--- src/vbsc_consts.vh ---
`ifndef VBSC_CONSTS_VH
`define VBSC_CONSTS_VH
// ----------------------------------------
// Command codes
// ----------------------------------------
`define VBSC_CMD_SRC_DEF     8'h77
`define VBSC_CMD_SRC_NDEF    8'h88
`define VBSC_CMD_DISABLE     8'h66
// ----------------------------------------
// Reset values of settings
// ----------------------------------------
`define VBSC_SLOPE_RST       3'h0
`define VBSC_FREQ_RST        2'h2
`define VBSC_SPREAD_RST      2'h0
`define VBSC_SYNC_DIR_RST    1'h1
`define VBSC_WIN_THR_RST     2'h0
`define VBSC_ILIM_RST        8'h00
`define VBSC_TARGET_RST      12'h000
// ----------------------------------------
// Timing
// ----------------------------------------
`define VBSC_CLK_KHZ         100000
`define VBSC_SOFT_START_US   6500
`define VBSC_SOFT_START_CYC  ((`VBSC_SOFT_START_US * `VBSC_CLK_KHZ) / 1000)
`endif

--- src/vbsc_ctrl.v ---
// Contract
// - Set under flag when LDO below 2.7V
// - Set over flag when LDO above 4.0V
// - Slope field selects 100..800mV ramp
// - Frequency field picks one of four
// - Spread field picks 3/6/9 percent dither
// - SYNC defaults to input after power-up
// - Window thresholds default 12.5 percent
// - Error when enabling while not discharged
// - 0x77 soft-starts to default 5.15V
// - 0x88 moves to custom target
// - Current limit accepted while sourcing
// - 0x66 turns converter off
// - Soft-start ramp takes 6.5ms
// - Power-up done when alert follows enable
`include "vbsc_consts.vh"
module vbsc_ctrl #(
	parameter SS_CYC = `VBSC_SOFT_START_CYC, // Soft-start length
	parameter TW     = 12                    // Target width
) (
	input  wire          core_clk,
	input  wire          nrst,
	input  wire          hv_enable_in,
	input  wire          ldo_below_cmp,
	input  wire          ldo_above_cmp,
	input  wire          output_discharged_in,
	input  wire          cmd_wr,
	input  wire [7:0]    cmd_code,
	input  wire          cfg_wr,
	input  wire [2:0]    slope_in,
	input  wire [1:0]    freq_in,
	input  wire [1:0]    spread_in,
	input  wire          sync_dir_in,
	input  wire [1:0]    win_thr_in,
	input  wire          ilim_wr,
	input  wire [7:0]    ilim_in,
	input  wire          target_wr,
	input  wire [TW-1:0] target_in,
	input  wire          flag_clr,
	output reg           alert_n,
	output reg           ldo3v3_under_flag,
	output reg           ldo3v3_over_flag,
	output reg           i2c_err_flag,
	output reg           output_discharged_flag,
	output reg  [2:0]    slope_ramp_sel,
	output reg  [1:0]    switch_freq_sel,
	output reg  [1:0]    spread_sel,
	output reg           sync_dir,
	output reg  [1:0]    bus_window_thresholds,
	output reg  [7:0]    ilim_sel,
	output reg  [TW-1:0] custom_voltage_target,
	output reg           conv_on,
	output reg           use_custom,
	output reg           ramping,
	output reg  [3:0]    state_out
);
	// ----------------------------------------
	// States
	// ----------------------------------------
	localparam ST_OFF  = 4'b0001; // Converter off
	localparam ST_RAMP = 4'b0010; // Soft-start ramp
	localparam ST_DEF  = 4'b0100; // At default voltage
	localparam ST_CUST = 4'b1000; // At custom voltage

	// ----------------------------------------
	// Input synchronisers
	// ----------------------------------------
	wire [3:0] sync_q; // Synchronised pin inputs
	vbsc_sync2 #(.W(4)) u_sync (
		.core_clk (core_clk),
		.nrst     (nrst),
		.d        ({hv_enable_in, ldo_below_cmp,
		            ldo_above_cmp, output_discharged_in}),
		.q        (sync_q)
	);
	wire hv_s    = sync_q[3]; // Enable level
	wire below_s = sync_q[2]; // LDO under comparator
	wire above_s = sync_q[1]; // LDO over comparator
	wire disch_s = sync_q[0]; // Output at safe zero

	reg  [3:0]  state_reg;   // Source state
	reg  [3:0]  state_next;  // Next source state
	reg  [31:0] ramp_reg;    // Soft-start counter
	reg         err_set;     // Error event this cycle
	reg         pwr_done_reg; // Power-up finished

	// ----------------------------------------
	// Power-up tracking and status flags
	// ----------------------------------------
	always @(posedge core_clk or negedge nrst) begin
		if (!nrst) begin
			pwr_done_reg           <= 1'b0;
			alert_n                <= 1'b1;
			ldo3v3_under_flag      <= 1'b0;
			ldo3v3_over_flag       <= 1'b0;
			i2c_err_flag           <= 1'b0;
			output_discharged_flag <= 1'b0;
		end else begin
			// Done once enable seen high; low drops back
			pwr_done_reg <= hv_s;
			alert_n      <= ~hv_s;
			output_discharged_flag <= disch_s;
			// Set wins over clear
			if (below_s)
				ldo3v3_under_flag <= 1'b1;
			else if (flag_clr)
				ldo3v3_under_flag <= 1'b0;
			if (above_s)
				ldo3v3_over_flag <= 1'b1;
			else if (flag_clr)
				ldo3v3_over_flag <= 1'b0;
			if (err_set)
				i2c_err_flag <= 1'b1;
			else if (flag_clr)
				i2c_err_flag <= 1'b0;
		end
	end

	// ----------------------------------------
	// Configuration settings
	// ----------------------------------------
	always @(posedge core_clk or negedge nrst) begin
		if (!nrst) begin
			slope_ramp_sel        <= `VBSC_SLOPE_RST;
			switch_freq_sel       <= `VBSC_FREQ_RST;
			spread_sel            <= `VBSC_SPREAD_RST;
			sync_dir              <= `VBSC_SYNC_DIR_RST;
			bus_window_thresholds <= `VBSC_WIN_THR_RST;
			ilim_sel              <= `VBSC_ILIM_RST;
			custom_voltage_target <= `VBSC_TARGET_RST;
		end else begin
			if (cfg_wr && pwr_done_reg) begin
				slope_ramp_sel        <= slope_in;
				switch_freq_sel       <= freq_in;
				spread_sel            <= spread_in;
				sync_dir              <= sync_dir_in;
				bus_window_thresholds <= win_thr_in;
			end
			// Any state, including while sourcing
			if (ilim_wr && pwr_done_reg)
				ilim_sel <= ilim_in;
			if (target_wr && pwr_done_reg)
				custom_voltage_target <= target_in;
		end
	end

	// ----------------------------------------
	// Command decode and next state
	// ----------------------------------------
	always @* begin
		state_next = state_reg;
		err_set    = 1'b0;
		if (cmd_wr && pwr_done_reg) begin
			if (cmd_code == `VBSC_CMD_DISABLE) begin
				state_next = ST_OFF;
			end else if (cmd_code == `VBSC_CMD_SRC_DEF) begin
				case (state_reg)
					ST_OFF: begin
						// Decide on the reported discharged status
						if (output_discharged_flag)
							state_next = ST_RAMP;
						else
							err_set = 1'b1;
					end
					ST_CUST: begin
						state_next = ST_DEF;
					end
					default: begin
						state_next = state_reg;
					end
				endcase
			end else if (cmd_code == `VBSC_CMD_SRC_NDEF) begin
				case (state_reg)
					ST_DEF:  state_next = ST_CUST;
					ST_CUST: state_next = ST_CUST;
					default: err_set = 1'b1;
				endcase
			end
		end
		// Soft-start end
		if (state_reg == ST_RAMP && state_next == ST_RAMP &&
		    ramp_reg >= SS_CYC - 1)
			state_next = ST_DEF;
		// Losing enable forces off
		if (!pwr_done_reg)
			state_next = ST_OFF;
	end

	// ----------------------------------------
	// State register and outputs
	// ----------------------------------------
	always @(posedge core_clk or negedge nrst) begin
		if (!nrst) begin
			state_reg  <= ST_OFF;
			ramp_reg   <= 32'h00000000;
			conv_on    <= 1'b0;
			use_custom <= 1'b0;
			ramping    <= 1'b0;
			state_out  <= ST_OFF;
		end else begin
			state_reg <= state_next;
			// Count only while ramping
			if (state_next == ST_RAMP && state_reg == ST_RAMP)
				ramp_reg <= ramp_reg + 32'h00000001;
			else
				ramp_reg <= 32'h00000000;
			conv_on    <= (state_next != ST_OFF);
			use_custom <= (state_next == ST_CUST);
			ramping    <= (state_next == ST_RAMP);
			state_out  <= state_next;
		end
	end
endmodule // vbsc_ctrl

--- src/vbsc_sync2.v ---
// ----------------------------------------
// Two-flop synchroniser, one per bit
// ----------------------------------------
module vbsc_sync2 #(
	parameter W = 1
) (
	input  wire         core_clk,
	input  wire         nrst,
	input  wire [W-1:0] d,
	output wire [W-1:0] q
);
	reg [W-1:0] s1_reg; // First stage, read only by second
	reg [W-1:0] s2_reg; // Second stage
	genvar i;
	generate
		for (i = 0; i < W; i = i + 1) begin : g_bit
			// Per-bit double flop
			always @(posedge core_clk or negedge nrst) begin
				if (!nrst) begin
					s1_reg[i] <= 1'b0;
					s2_reg[i] <= 1'b0;
				end else begin
					s1_reg[i] <= d[i];
					s2_reg[i] <= s1_reg[i];
				end
			end
		end
	endgenerate
	assign q = s2_reg;
endmodule // vbsc_sync2

--- config.mk ---
export PLATFORM = sky130hd
export DESIGN_NAME = vbsc_ctrl
export DESIGN_NICKNAME = d
export VERILOG_FILES = /design/src/vbsc_ctrl.v /design/src/vbsc_sync2.v
export VERILOG_INCLUDE_DIRS = /design/src /design/src/src
export SDC_FILE = /design/constraint.sdc
export NUM_CORES = 1
export LEC_CHECK = 0
export ABC_AREA = 1
export CORE_ASPECT_RATIO = 1.1
export CORE_MARGIN = 2
export CORE_UTILIZATION = 65
export CTS_BUF_LIST = sky130_fd_sc_hd__clkbuf_8
export CTS_CLUSTER_SIZE = 40
export DETAILED_ROUTE_END_ITERATION = 8
export DONT_BUFFER_PORTS = 1
export HOLD_SLACK_MARGIN = 0.06
export PLACE_DENSITY_LB_ADDON = 0.15
export SYNTH_ARGS = -nofsm -noshare
export SYNTH_HDL_FRONTEND = slang
export SYNTH_HIERARCHICAL = 1
export SYNTH_SLANG_ARGS = --single-unit
--- constraint.sdc ---
create_clock -name core_clk -period 4.3 [get_ports core_clk]
set_input_delay 0.86 -clock core_clk [delete_from_list [all_inputs] [get_ports core_clk]]
set_output_delay 0.86 -clock core_clk [all_outputs]
set_load 0.05 [all_outputs]
==> results.json, run 1 <==
{
  "max_freq_mhz": 379,
  "cp.arrival_ns": 2.89,
  "initial_core_util_pct": 66.3,
  "clock_sinks": 83,
  "synth_async_sr_flop_share_pct": 100,
  "pwr_density_cell_nw_per_um2": 442,
  "worstPathRequired_ns": 4.55,
  "ys_dominant_reg_cell": "dfrtp_1",
  "place.gp.congestion": 0.853,
  "cts_tree": "built",
  "clk_pin_slew_ns": 0.08,
  "dp_hpwl_um": 3900,
  "cp-end-kind": "register",
  "nets": 379,
  "core_um2": 5290,
  "finalCritPeriodShare_pct": 61.3,
  "fin_hold_ws_ns": 0.194,
  "switching_share_pct": 29.0,
  "htreeDepth": 3,
  "cp_max_fo": 20,
  "io_pins": 91,
  "ff2ff_setup_slack_ns": 1.66,
  "clkLatencyLatePin_ns": 0.35,
  "nFillCells": 376,
  "p_clk_share_pct": 35.4,
  "finalMaxSlewViolations": 0,
  "die_area_um2": 6000,
  "synth_edf_count": 0,
  "grt_max_degree": 84,
  "wirelength_um": 5740,
  "p_leak_uw": 0.00171,
  "timing.setup.tns_ns": 0,
  "largest_reg_flops": 32,
  "syn_to_final_growth_pct": 8.88,
  "yosysWarnings": 6,
  "start_kind": "register",
  "first_pass_iters": 4,
  "antenna_found_initial": 0,
  "rsz0062_at_grt": "no",
  "finalCriticalPeriod_ns": 2.64,
  "mostFrequentLayoutCell": "dfrtp_1",
  "drtIter0Drc": 55,
  "routedWlPerCell_um": 14.1,
  "root_buffer": "clkbuf_8",
  "mostFrequentLayoutCells": "dfrtp_1 (79), nand2_1 (40), mux2_2 (30)",
  "grt_use_total_pct": 21.2,
  "cts_setup_buffers": 0,
  "synth_cell_types": 32,
  "numPortBuffers": 0,
  "synth-seq-cells": 83,
  "hold_viol": 0,
  "drc": 0,
  "die_h_um": 81.1,
  "grt-ovfl-total": 0,
  "drive_gt1_share_pct": 30.6,
  "worst_pin_slew_ns": 0.844,
  "grt_pass1_wl_um": 9280,
  "path_class": "register to register",
  "ant_nets": 0,
  "run_status": "completed",
  "cp-startpoint": "state_reg[1]",
  "synthesis.instances": 311,
  "seqPwrFrac_pct": 60.9,
  "final_cells": 408,
  "cts_buffer_depth": 2,
  "syn-cell-area_um2": 3510,
  "multi_input_area_um2": 1310,
  "num_antenna_cells": 0,
  "peakVddDrop_mv": 0.377,
  "vias_per_cell": 5.08,
  "postCtsHoldBufs": 0,
  "hp-class": "input pin to asynchronous set/reset pin",
  "pwr-share-comb_pct": 3.7,
  "seq_area_frac_synth_pct": 59.3,
  "die_x_um": 74.1,
  "synth.avg_cell_area_um2": 11.3,
  "power.internal_uw": 1200,
  "cts_made_buffers": 9,
  "num_rows": 28,
  "clock_skew_ns": 0.0119,
  "cts-resized-gates": 0,
  "r2r-start": "state_reg[1]",
  "max_cap_viol_count": 0,
  "slew_headroom_pct": 43.6,
  "p_switching_uw": 490,
  "setup_viol": 0,
  "dp.cells": 393,
  "seq_area_um2": 2080,
  "grt_pass1_vias": 2124,
  "vias": 2072
}
## worst paths after layout
path                                           to  cells after the start
worst max-delay path                 ramp_reg[17]                      9
worst min-delay path            ldo3v3_under_flag                      0
worst max register to register       ramp_reg[17]                      9
worst min register to register        u_sync/q[3]                      0
max in group asynchronous                sync_dir                      0
min in group core_clk                 u_sync/q[3]                      0
## worst max-delay path, cell delays in order (launching register included)
cell      delay, ns
dfrtp_1        0.60
inv_1          0.23
nand2_1        0.10
a21oi_1        0.17
nand3b_1       0.12
nand3_1        0.10
nand3_1        0.08
nand2_1        0.15
nand4_2        0.69
nor2_2         0.29
## layout make-up
type / instances / area share (%)
clock buffers: 9 / 3.24
clock inverters: 6 / 2.36
inverters: 33 / 3.24
multi-input cells: 202 / 34.2
flip-flops and latches: 83 / 54.5
well taps: 75 / 2.46
## cell usage after synthesis (2+ instances only)
| master | instances | area, µm² |
|---|---|---|
| a21oi_1 | 2 | 10.0 |
| buf_6 | 3 | 33.8 |
| dfrtp_1 | 79 | 1980 |
| dfstp_2 | 4 | 105 |
| inv_1 | 27 | 101 |
| inv_2 | 6 | 22.5 |
| mux2_2 | 30 | 338 |
| nand2_1 | 40 | 150 |
| nand2_2 | 6 | 37.5 |
| nand2_4 | 2 | 22.5 |
| nand3_1 | 12 | 60.1 |
| nand3_2 | 4 | 40.0 |
| nand4_1 | 4 | 25.0 |
| nand4_2 | 2 | 25.0 |
| nor2_1 | 25 | 93.8 |
| nor2_2 | 27 | 169 |
| nor2_4 | 4 | 45.0 |
| nor3_1 | 4 | 20.0 |
| o21ai_0 | 2 | 10.0 |
| o21bai_1 | 2 | 15.0 |
| o22ai_1 | 2 | 12.5 |
| xnor2_1 | 3 | 26.3 |
| xor2_1 | 12 | 105 |
## per-stage QoR
step | instance area (µm²) | total power, µW | utilization [%] | worst slack, ns
floorplan | 3550 | 1090 | - | 2.29
global placement | 3610 | 1100 | 68.2 | 1.59
detailed placement | 3610 | 1110 | 68.2 | 1.50
CTS | 3820 | 1700 | 72.2 | 1.65
global route | 3820 | 1740 | 72.2 | 1.45
finish | 3820 | 1690 | 72.2 | 1.66
## kinds of logic after synthesis
| logic type | share of synthesized area (%) |
|---|---|
| compound gates | 1.71 |
| xor+xnor | 3.74 |
| fa+ha+maj | 0.356 |
| buf+inv | 4.60 |
| flops | 59.3 |
| mux | 9.63 |
| other cells | 0.107 |
| simple gates | 20.5 |
## power by group through the flow
stage                     sequential [µW]  clock [µW]  combinational (µW)
final                                1030         597                62.7
after global routing                 1030         637                69.4
after CTS                            1030         610                63.4
after detailed placement             1040           0                64.0
after global placement               1040           0                60.6
after floorplan                      1030           0                59.1
## metal layers
layer / GRT usage, % / routed length, µm / vias up
li1: - / - / 1008
met1: 24.2 / 2350 / 983
met2: 35.4 / 2860 / 69
met3: 6.08 / 374 / 12
met4: 12.2 / 153 / 0
met5: 0 / 0 / -
No activity file was read; power rests on OpenSTA's default activity.
==> run 2: changes to the inputs <==
--- a/config.mk
+++ b/config.mk
@@ -6,10 +6,10 @@
 export SDC_FILE = /design/constraint.sdc
 export NUM_CORES = 1
 export LEC_CHECK = 0
-export ABC_AREA = 1
+export ABC_AREA = 0
 export CORE_ASPECT_RATIO = 1.1
 export CORE_MARGIN = 2
-export CORE_UTILIZATION = 65
+export CORE_UTILIZATION = 59
 export CTS_BUF_LIST = sky130_fd_sc_hd__clkbuf_8
 export CTS_CLUSTER_SIZE = 40
 export DETAILED_ROUTE_END_ITERATION = 8
==> constraint.sdc (replaced) <==
create_clock -name core_clk -period 2.2 [get_ports core_clk]
set_input_delay 0.44 -clock core_clk [delete_from_list [all_inputs] [get_ports core_clk]]
set_output_delay 0.44 -clock core_clk [all_outputs]
set_load 0.05 [all_outputs]
==> results.json, run 2 <==
{
  "synth_async_sr_flop_share_pct": 100,
  "ant_nets": 0,
  "grt_use_total_pct": 20.6,
  "num_rows": 29,
  "core_um2": 5770,
  "hp-class": "input pin to asynchronous set/reset pin",
  "setup_viol": 0,
  "grt_pass1_wl_um": 10400,
  "synth_edf_count": 0,
  "max_cap_viol_count": 0,
  "violations": "hold timing",
  "worst_slack_ns": 0.176,
  "die_h_um": 84.8,
  "nets": 341,
  "cp_max_fo": 9,
  "io_pins": 91,
  "synth.avg_cell_area_um2": 13.4,
  "syn-cell-area_um2": 3500,
  "yosysWarnings": 6,
  "peakVddDrop_mv": 0.628,
  "ff2ff_setup_slack_ns": 0.18,
  "root_buffer": "clkbuf_8",
  "grt_max_degree": 84,
  "mostFrequentLayoutCell": "dfrtp_1",
  "run_status": "finished, violations left",
  "synth_cell_types": 52,
  "dp_hpwl_um": 4490,
  "vias": 2108,
  "htreeDepth": 3,
  "numPortBuffers": 0,
  "clock_sinks": 83,
  "drive_gt1_share_pct": 32.4,
  "cts_tree": "built",
  "rsz0062_at_grt": "no",
  "vias_per_cell": 5.65,
  "ys_top_cells_by_count": "dfrtp_1 (79), mux2_2 (30), nor3_2 (18)",
  "cp-end-kind": "register",
  "antenna_found_initial": 0,
  "finalCriticalPeriod_ns": 2.02,
  "synth-seq-cells": 83,
  "r2r_end": "ramp_reg[2]",
  "routedWlPerCell_um": 16.6,
  "final_cells": 373,
  "largest_reg_flops": 32,
  "pwr_density_cell_nw_per_um2": 832,
  "fin_hold_ws_ns": -0.223,
  "timing.setup.tns_ns": 0,
  "place.gp.congestion": 0.846,
  "initial_core_util_pct": 60.7,
  "max_freq_mhz": 494,
  "ys_dominant_reg_cell": "dfrtp_1",
  "synthTopCellsByArea": "dfrtp_1 (56%), mux2_2 (9.6%), nor3_2 (5.1%)",
  "clk_pin_slew_ns": 0.09,
  "synthesis.instances": 262,
  "finalMaxSlewViolations": 0,
  "mostFrequentLayoutCells": "dfrtp_1 (79), mux2_2 (30), nor3_2 (18)",
  "clock_skew_ns": 0.00588,
  "synth_top_area_share_pct": 56.4,
  "cp.arrival_ns": 2.29,
  "wirelength_um": 6210,
  "finalCritPeriodShare_pct": 92.0,
  "dp_slack_ns": 0.154,
  "seq_area_frac_synth_pct": 59.4,
  "grt-ovfl-total": 0,
  "grt_pass1_vias": 2258,
  "p_leak_uw": 0.00165,
  "hold_viol": 83,
  "cts_setup_buffers": 0,
  "drc": 0,
  "syn_to_final_growth_pct": 12.7,
  "drtIter0Drc": 85,
  "clkLatencyLatePin_ns": 0.35,
  "first_pass_iters": 4,
  "num_antenna_cells": 0,
  "worst_pin_slew_ns": 0.557,
  "cts_made_buffers": 9,
  "synth_largest_area_cell": "dfrtp_1",
  "path_class": "register to register",
  "rr_worst_depth": 6,
  "place_area_um2": 3730,
  "slew_headroom_pct": 62.8,
  "synth.most_common_cell": "dfrtp_1",
  "cts_buffer_depth": 2,
  "r2r-start": "ramp_reg[6]",
  "start_kind": "register",
  "dp.cells": 357,
  "die_x_um": 77.5,
  "die_area_um2": 6570,
  "worstPathRequired_ns": 2.47,
  "design_area_um2": 3950
}
[run 2: cell types whose count changed in the layout (fill, tap and decap cells not counted), moves of 4 or more]
cell,previous run,this run
nor2_2,27,1
nor2_4,4,0
nand2_1,40,13
inv_2,6,0
inv_1,27,8
buf_4,0,13
nand3_2,4,0
nand2_2,6,0
xnor2_1,3,10
nor2_1,25,10
nor4_1,0,4
nor3_2,1,18
[run 2: worst max-delay path by stage]
stage / startpoint / endpoint / slack, ns / depth (start not counted)
2_1_floorplan: state_reg[0] / ramp_reg[3] / 0.25 / 6
3_3_place_gp: cmd_code[1] / ramp_reg[15] / 0.19 / 6
3_5_place_dp: cmd_code[1] / ramp_reg[2] / 0.15 / 6
4_1_cts: ramp_reg[6] / ramp_reg[2] / 0.16 / 6
5_1_grt: state_reg[2] / ramp_reg[17] / 0.03 / 6
6_report: ramp_reg[6] / ramp_reg[2] / 0.18 / 6
[run 2: power breakdown]
group	switching, µW	internal, µW
sequential	373	1630
clock	555	602
combinational	46.4	78.2
[run 2: routing by layer]
| metal | wire length [µm] | track usage [%] |
|---|---|---|
| met5 | 0 | 0 |
| met4 | 128 | 9.58 |
| met3 | 454 | 6.17 |
| met2 | 3070 | 33.8 |
| met1 | 2560 | 25.2 |
[run 2: worst max-delay path: stages (launching register included)]
cell and delay (ns):
dfrtp_1 0.42, or4_1 0.55, o2111ai_1 0.20, a21o_2 0.19, o311ai_4 0.20, buf_12 0.21
nor3_1 0.18
[run 2: kinds of logic after synthesis]
logic type / after synthesis / synth area share (%)
xor gates and xnor gates: 19 / 4.75
adders and majority gates: 1 / 0.357
and+or+nand+nor: 89 / 17.8
other: 1 / 0.107
muxes: 30 / 9.64
buffers and inverters: 16 / 2.39
DFF: 83 / 59.4
AOI/OAI and AO/OA: 23 / 5.57
[run 2: repair_timing]
item | CTS | global route
setup endpoints to repair | 0 | 9
resized for setup | 0 | 1
endpoints found under the hold margin | 83 | 83
[run 2: final cells by class]
class / count / area (µm²)
timing repair buffer: 15 / 138
inverter: 8 / 30.0
sequential: 83 / 2080
clock buffer: 11 / 151
fill: 425 / 1820
clock inverter: 5 / 67.6
multi-input combinational: 174 / 1390
tap: 77 / 96.3
[run 2: per-stage QoR]
| stage | util (%) | hold slack, ns | total power, µW |
|---|---|---|---|
| finish | 68.5 | -0.223 | 3290 |
| global route | 68.5 | -0.247 | 3400 |
| CTS | 68.4 | -0.234 | 3320 |
| detailed placement | 64.6 | 0.148 | 2160 |
| global placement | 64.6 | 0.147 | 2150 |
| floorplan | - | 0.144 | 2120 |
==> run 3: changes to the inputs <==
--- a/config.mk
+++ b/config.mk
@@ -9,8 +9,7 @@
 export ABC_AREA = 0
 export CORE_ASPECT_RATIO = 1.1
 export CORE_MARGIN = 2
-export CORE_UTILIZATION = 59
-export CTS_BUF_LIST = sky130_fd_sc_hd__clkbuf_8
+export CORE_UTILIZATION = 56
 export CTS_CLUSTER_SIZE = 40
 export DETAILED_ROUTE_END_ITERATION = 8
 export DONT_BUFFER_PORTS = 1
==> results.json, run 3 (synthesis results as in run 2) <==
{
  "max_freq_mhz": 500,
  "worstPathRequired_ns": 2.46,
  "grt_pass1_vias": 2186,
  "core_um2": 6120,
  "cp_max_fo": 13,
  "syn_to_final_growth_pct": 12.1,
  "dp_hpwl_um": 4350,
  "p_leak_uw": 0.00163,
  "die_area_um2": 6910,
  "htreeDepth": 3,
  "place_area_um2": 3720,
  "fin_hold_ws_ns": -0.224,
  "largest_reg_flops": 32,
  "numPortBuffers": 0,
  "clk_pin_slew_ns": 0.09,
  "rsz0062_at_grt": "no",
  "design_area_um2": 3930,
  "cp-end-kind": "register",
  "grt_use_total_pct": 18.9,
  "clkLatencyLatePin_ns": 0.35,
  "max_cap_viol_count": 0,
  "drtIter0Drc": 85,
  "run_status": "finished, violations left",
  "timing.setup.tns_ns": 0,
  "nets": 338,
  "place.gp.congestion": 0.828,
  "initial_core_util_pct": 57.3,
  "slew_headroom_pct": 67.4,
  "peakVddDrop_mv": 0.549,
  "num_rows": 30,
  "nFillCells": 467,
  "violations": "hold timing",
  "hp-class": "input pin to asynchronous set/reset pin",
  "mostFrequentLayoutCells": "dfrtp_1 (79), mux2_2 (30), nor3_2 (18)",
  "dp.cells": 357,
  "r2r-start": "state_reg[0]",
  "final_cells": 373,
  "num_antenna_cells": 0,
  "vias": 2068,
  "cp-startpoint": "state_reg[0]",
  "die_x_um": 79.4,
  "cts_tree": "built",
  "start_kind": "register",
  "grt_pass1_wl_um": 10100,
  "die_h_um": 87.0,
  "clock_skew_ns": 0.0120,
  "antenna_found_initial": 0,
  "finalCriticalPeriod_ns": 2.00,
  "cts_buffer_depth": 2,
  "path_class": "register to register",
  "cp.arrival_ns": 2.26,
  "cts-resized-gates": 0,
  "hold_viol": 83,
  "finalCritPeriodShare_pct": 91.0,
  "ant_nets": 0,
  "grt_max_degree": 84,
  "root_buffer": "clkbuf_8",
  "pwr_density_cell_nw_per_um2": 830,
  "wirelength_um": 6110,
  "clock_sinks": 83,
  "vias_per_cell": 5.54,
  "drc": 0,
  "first_pass_iters": 4,
  "finalMaxSlewViolations": 0,
  "seq_area_um2": 2080,
  "routedWlPerCell_um": 16.4,
  "worst_pin_slew_ns": 0.483,
  "drive_gt1_share_pct": 31.4,
  "mostFrequentLayoutCell": "dfrtp_1",
  "grt-ovfl-total": 0,
  "cts_made_buffers": 9,
  "io_pins": 91,
  "setup_viol": 0,
  "multi_input_area_um2": 1380,
  "cts_setup_buffers": 0
}
run 3: cell type report:
type / count / share of cell area (%)
Tap cell: 80 / 2.55
Clock inverter: 6 / 1.85
Timing Repair Buffer: 12 / 3.25
Sequential cell: 83 / 53.0
Multi-Input combinational cell: 174 / 35.1
Inverter: 8 / 0.764
Clock buffer: 10 / 3.50
run 3: path summary, 6_finish.rpt:
path,to,slack (ns),cells past startpoint
worst min register to register,u_sync/q[3],0.35,0
max in group asynchronous,sync_dir,2.22,0
worst max register to register,ramp_reg[12],0.20,7
worst max-delay path,ramp_reg[12],0.20,7
min in group core_clk,u_sync/s1_reg[1],0.11,0
worst min-delay path,ilim_sel[2],-0.22,0
run 3: per-stage QoR:
stage / power (µW) / hold WS [ns] / utilization, % / setup slack (ns)
CTS: 3290 / -0.243 / 64.2 / 0.193
finish: 3260 / -0.224 / 64.2 / 0.199
global route: 3370 / -0.249 / 64.2 / 0.131
floorplan: 2120 / 0.144 / - / 0.254
detailed placement: 2160 / 0.148 / 60.8 / 0.162
global placement: 2150 / 0.147 / 60.8 / 0.163
run 3: critical path, cell delays in order, from the launching register on:
cell and delay [ns]:
dfstp_2 0.61, nor4b_1 0.28, buf_4 0.17, nand3_1 0.09, a21boi_2 0.23, o311ai_4 0.16, buf_12 0.18, nor3b_1 0.19
run 3: where the power goes:
| part | total [µW] | leakage [µW] | switching, µW | internal, µW |
|---|---|---|---|---|
| registers | 2000 | 0.00103 | 372 | 1630 |
| logic | 126 | 0.000492 | 47.9 | 78.2 |
| clock network | 1130 | 0.000109 | 565 | 569 |
run 3: layer usage:
metal,up-vias,global-route usage [%],routed length [µm]
met2,55,30.7,3160
li1,982,-,-
met5,-,0,0
met1,1024,23.5,2500
met4,0,7.52,65
met3,7,6.12,381
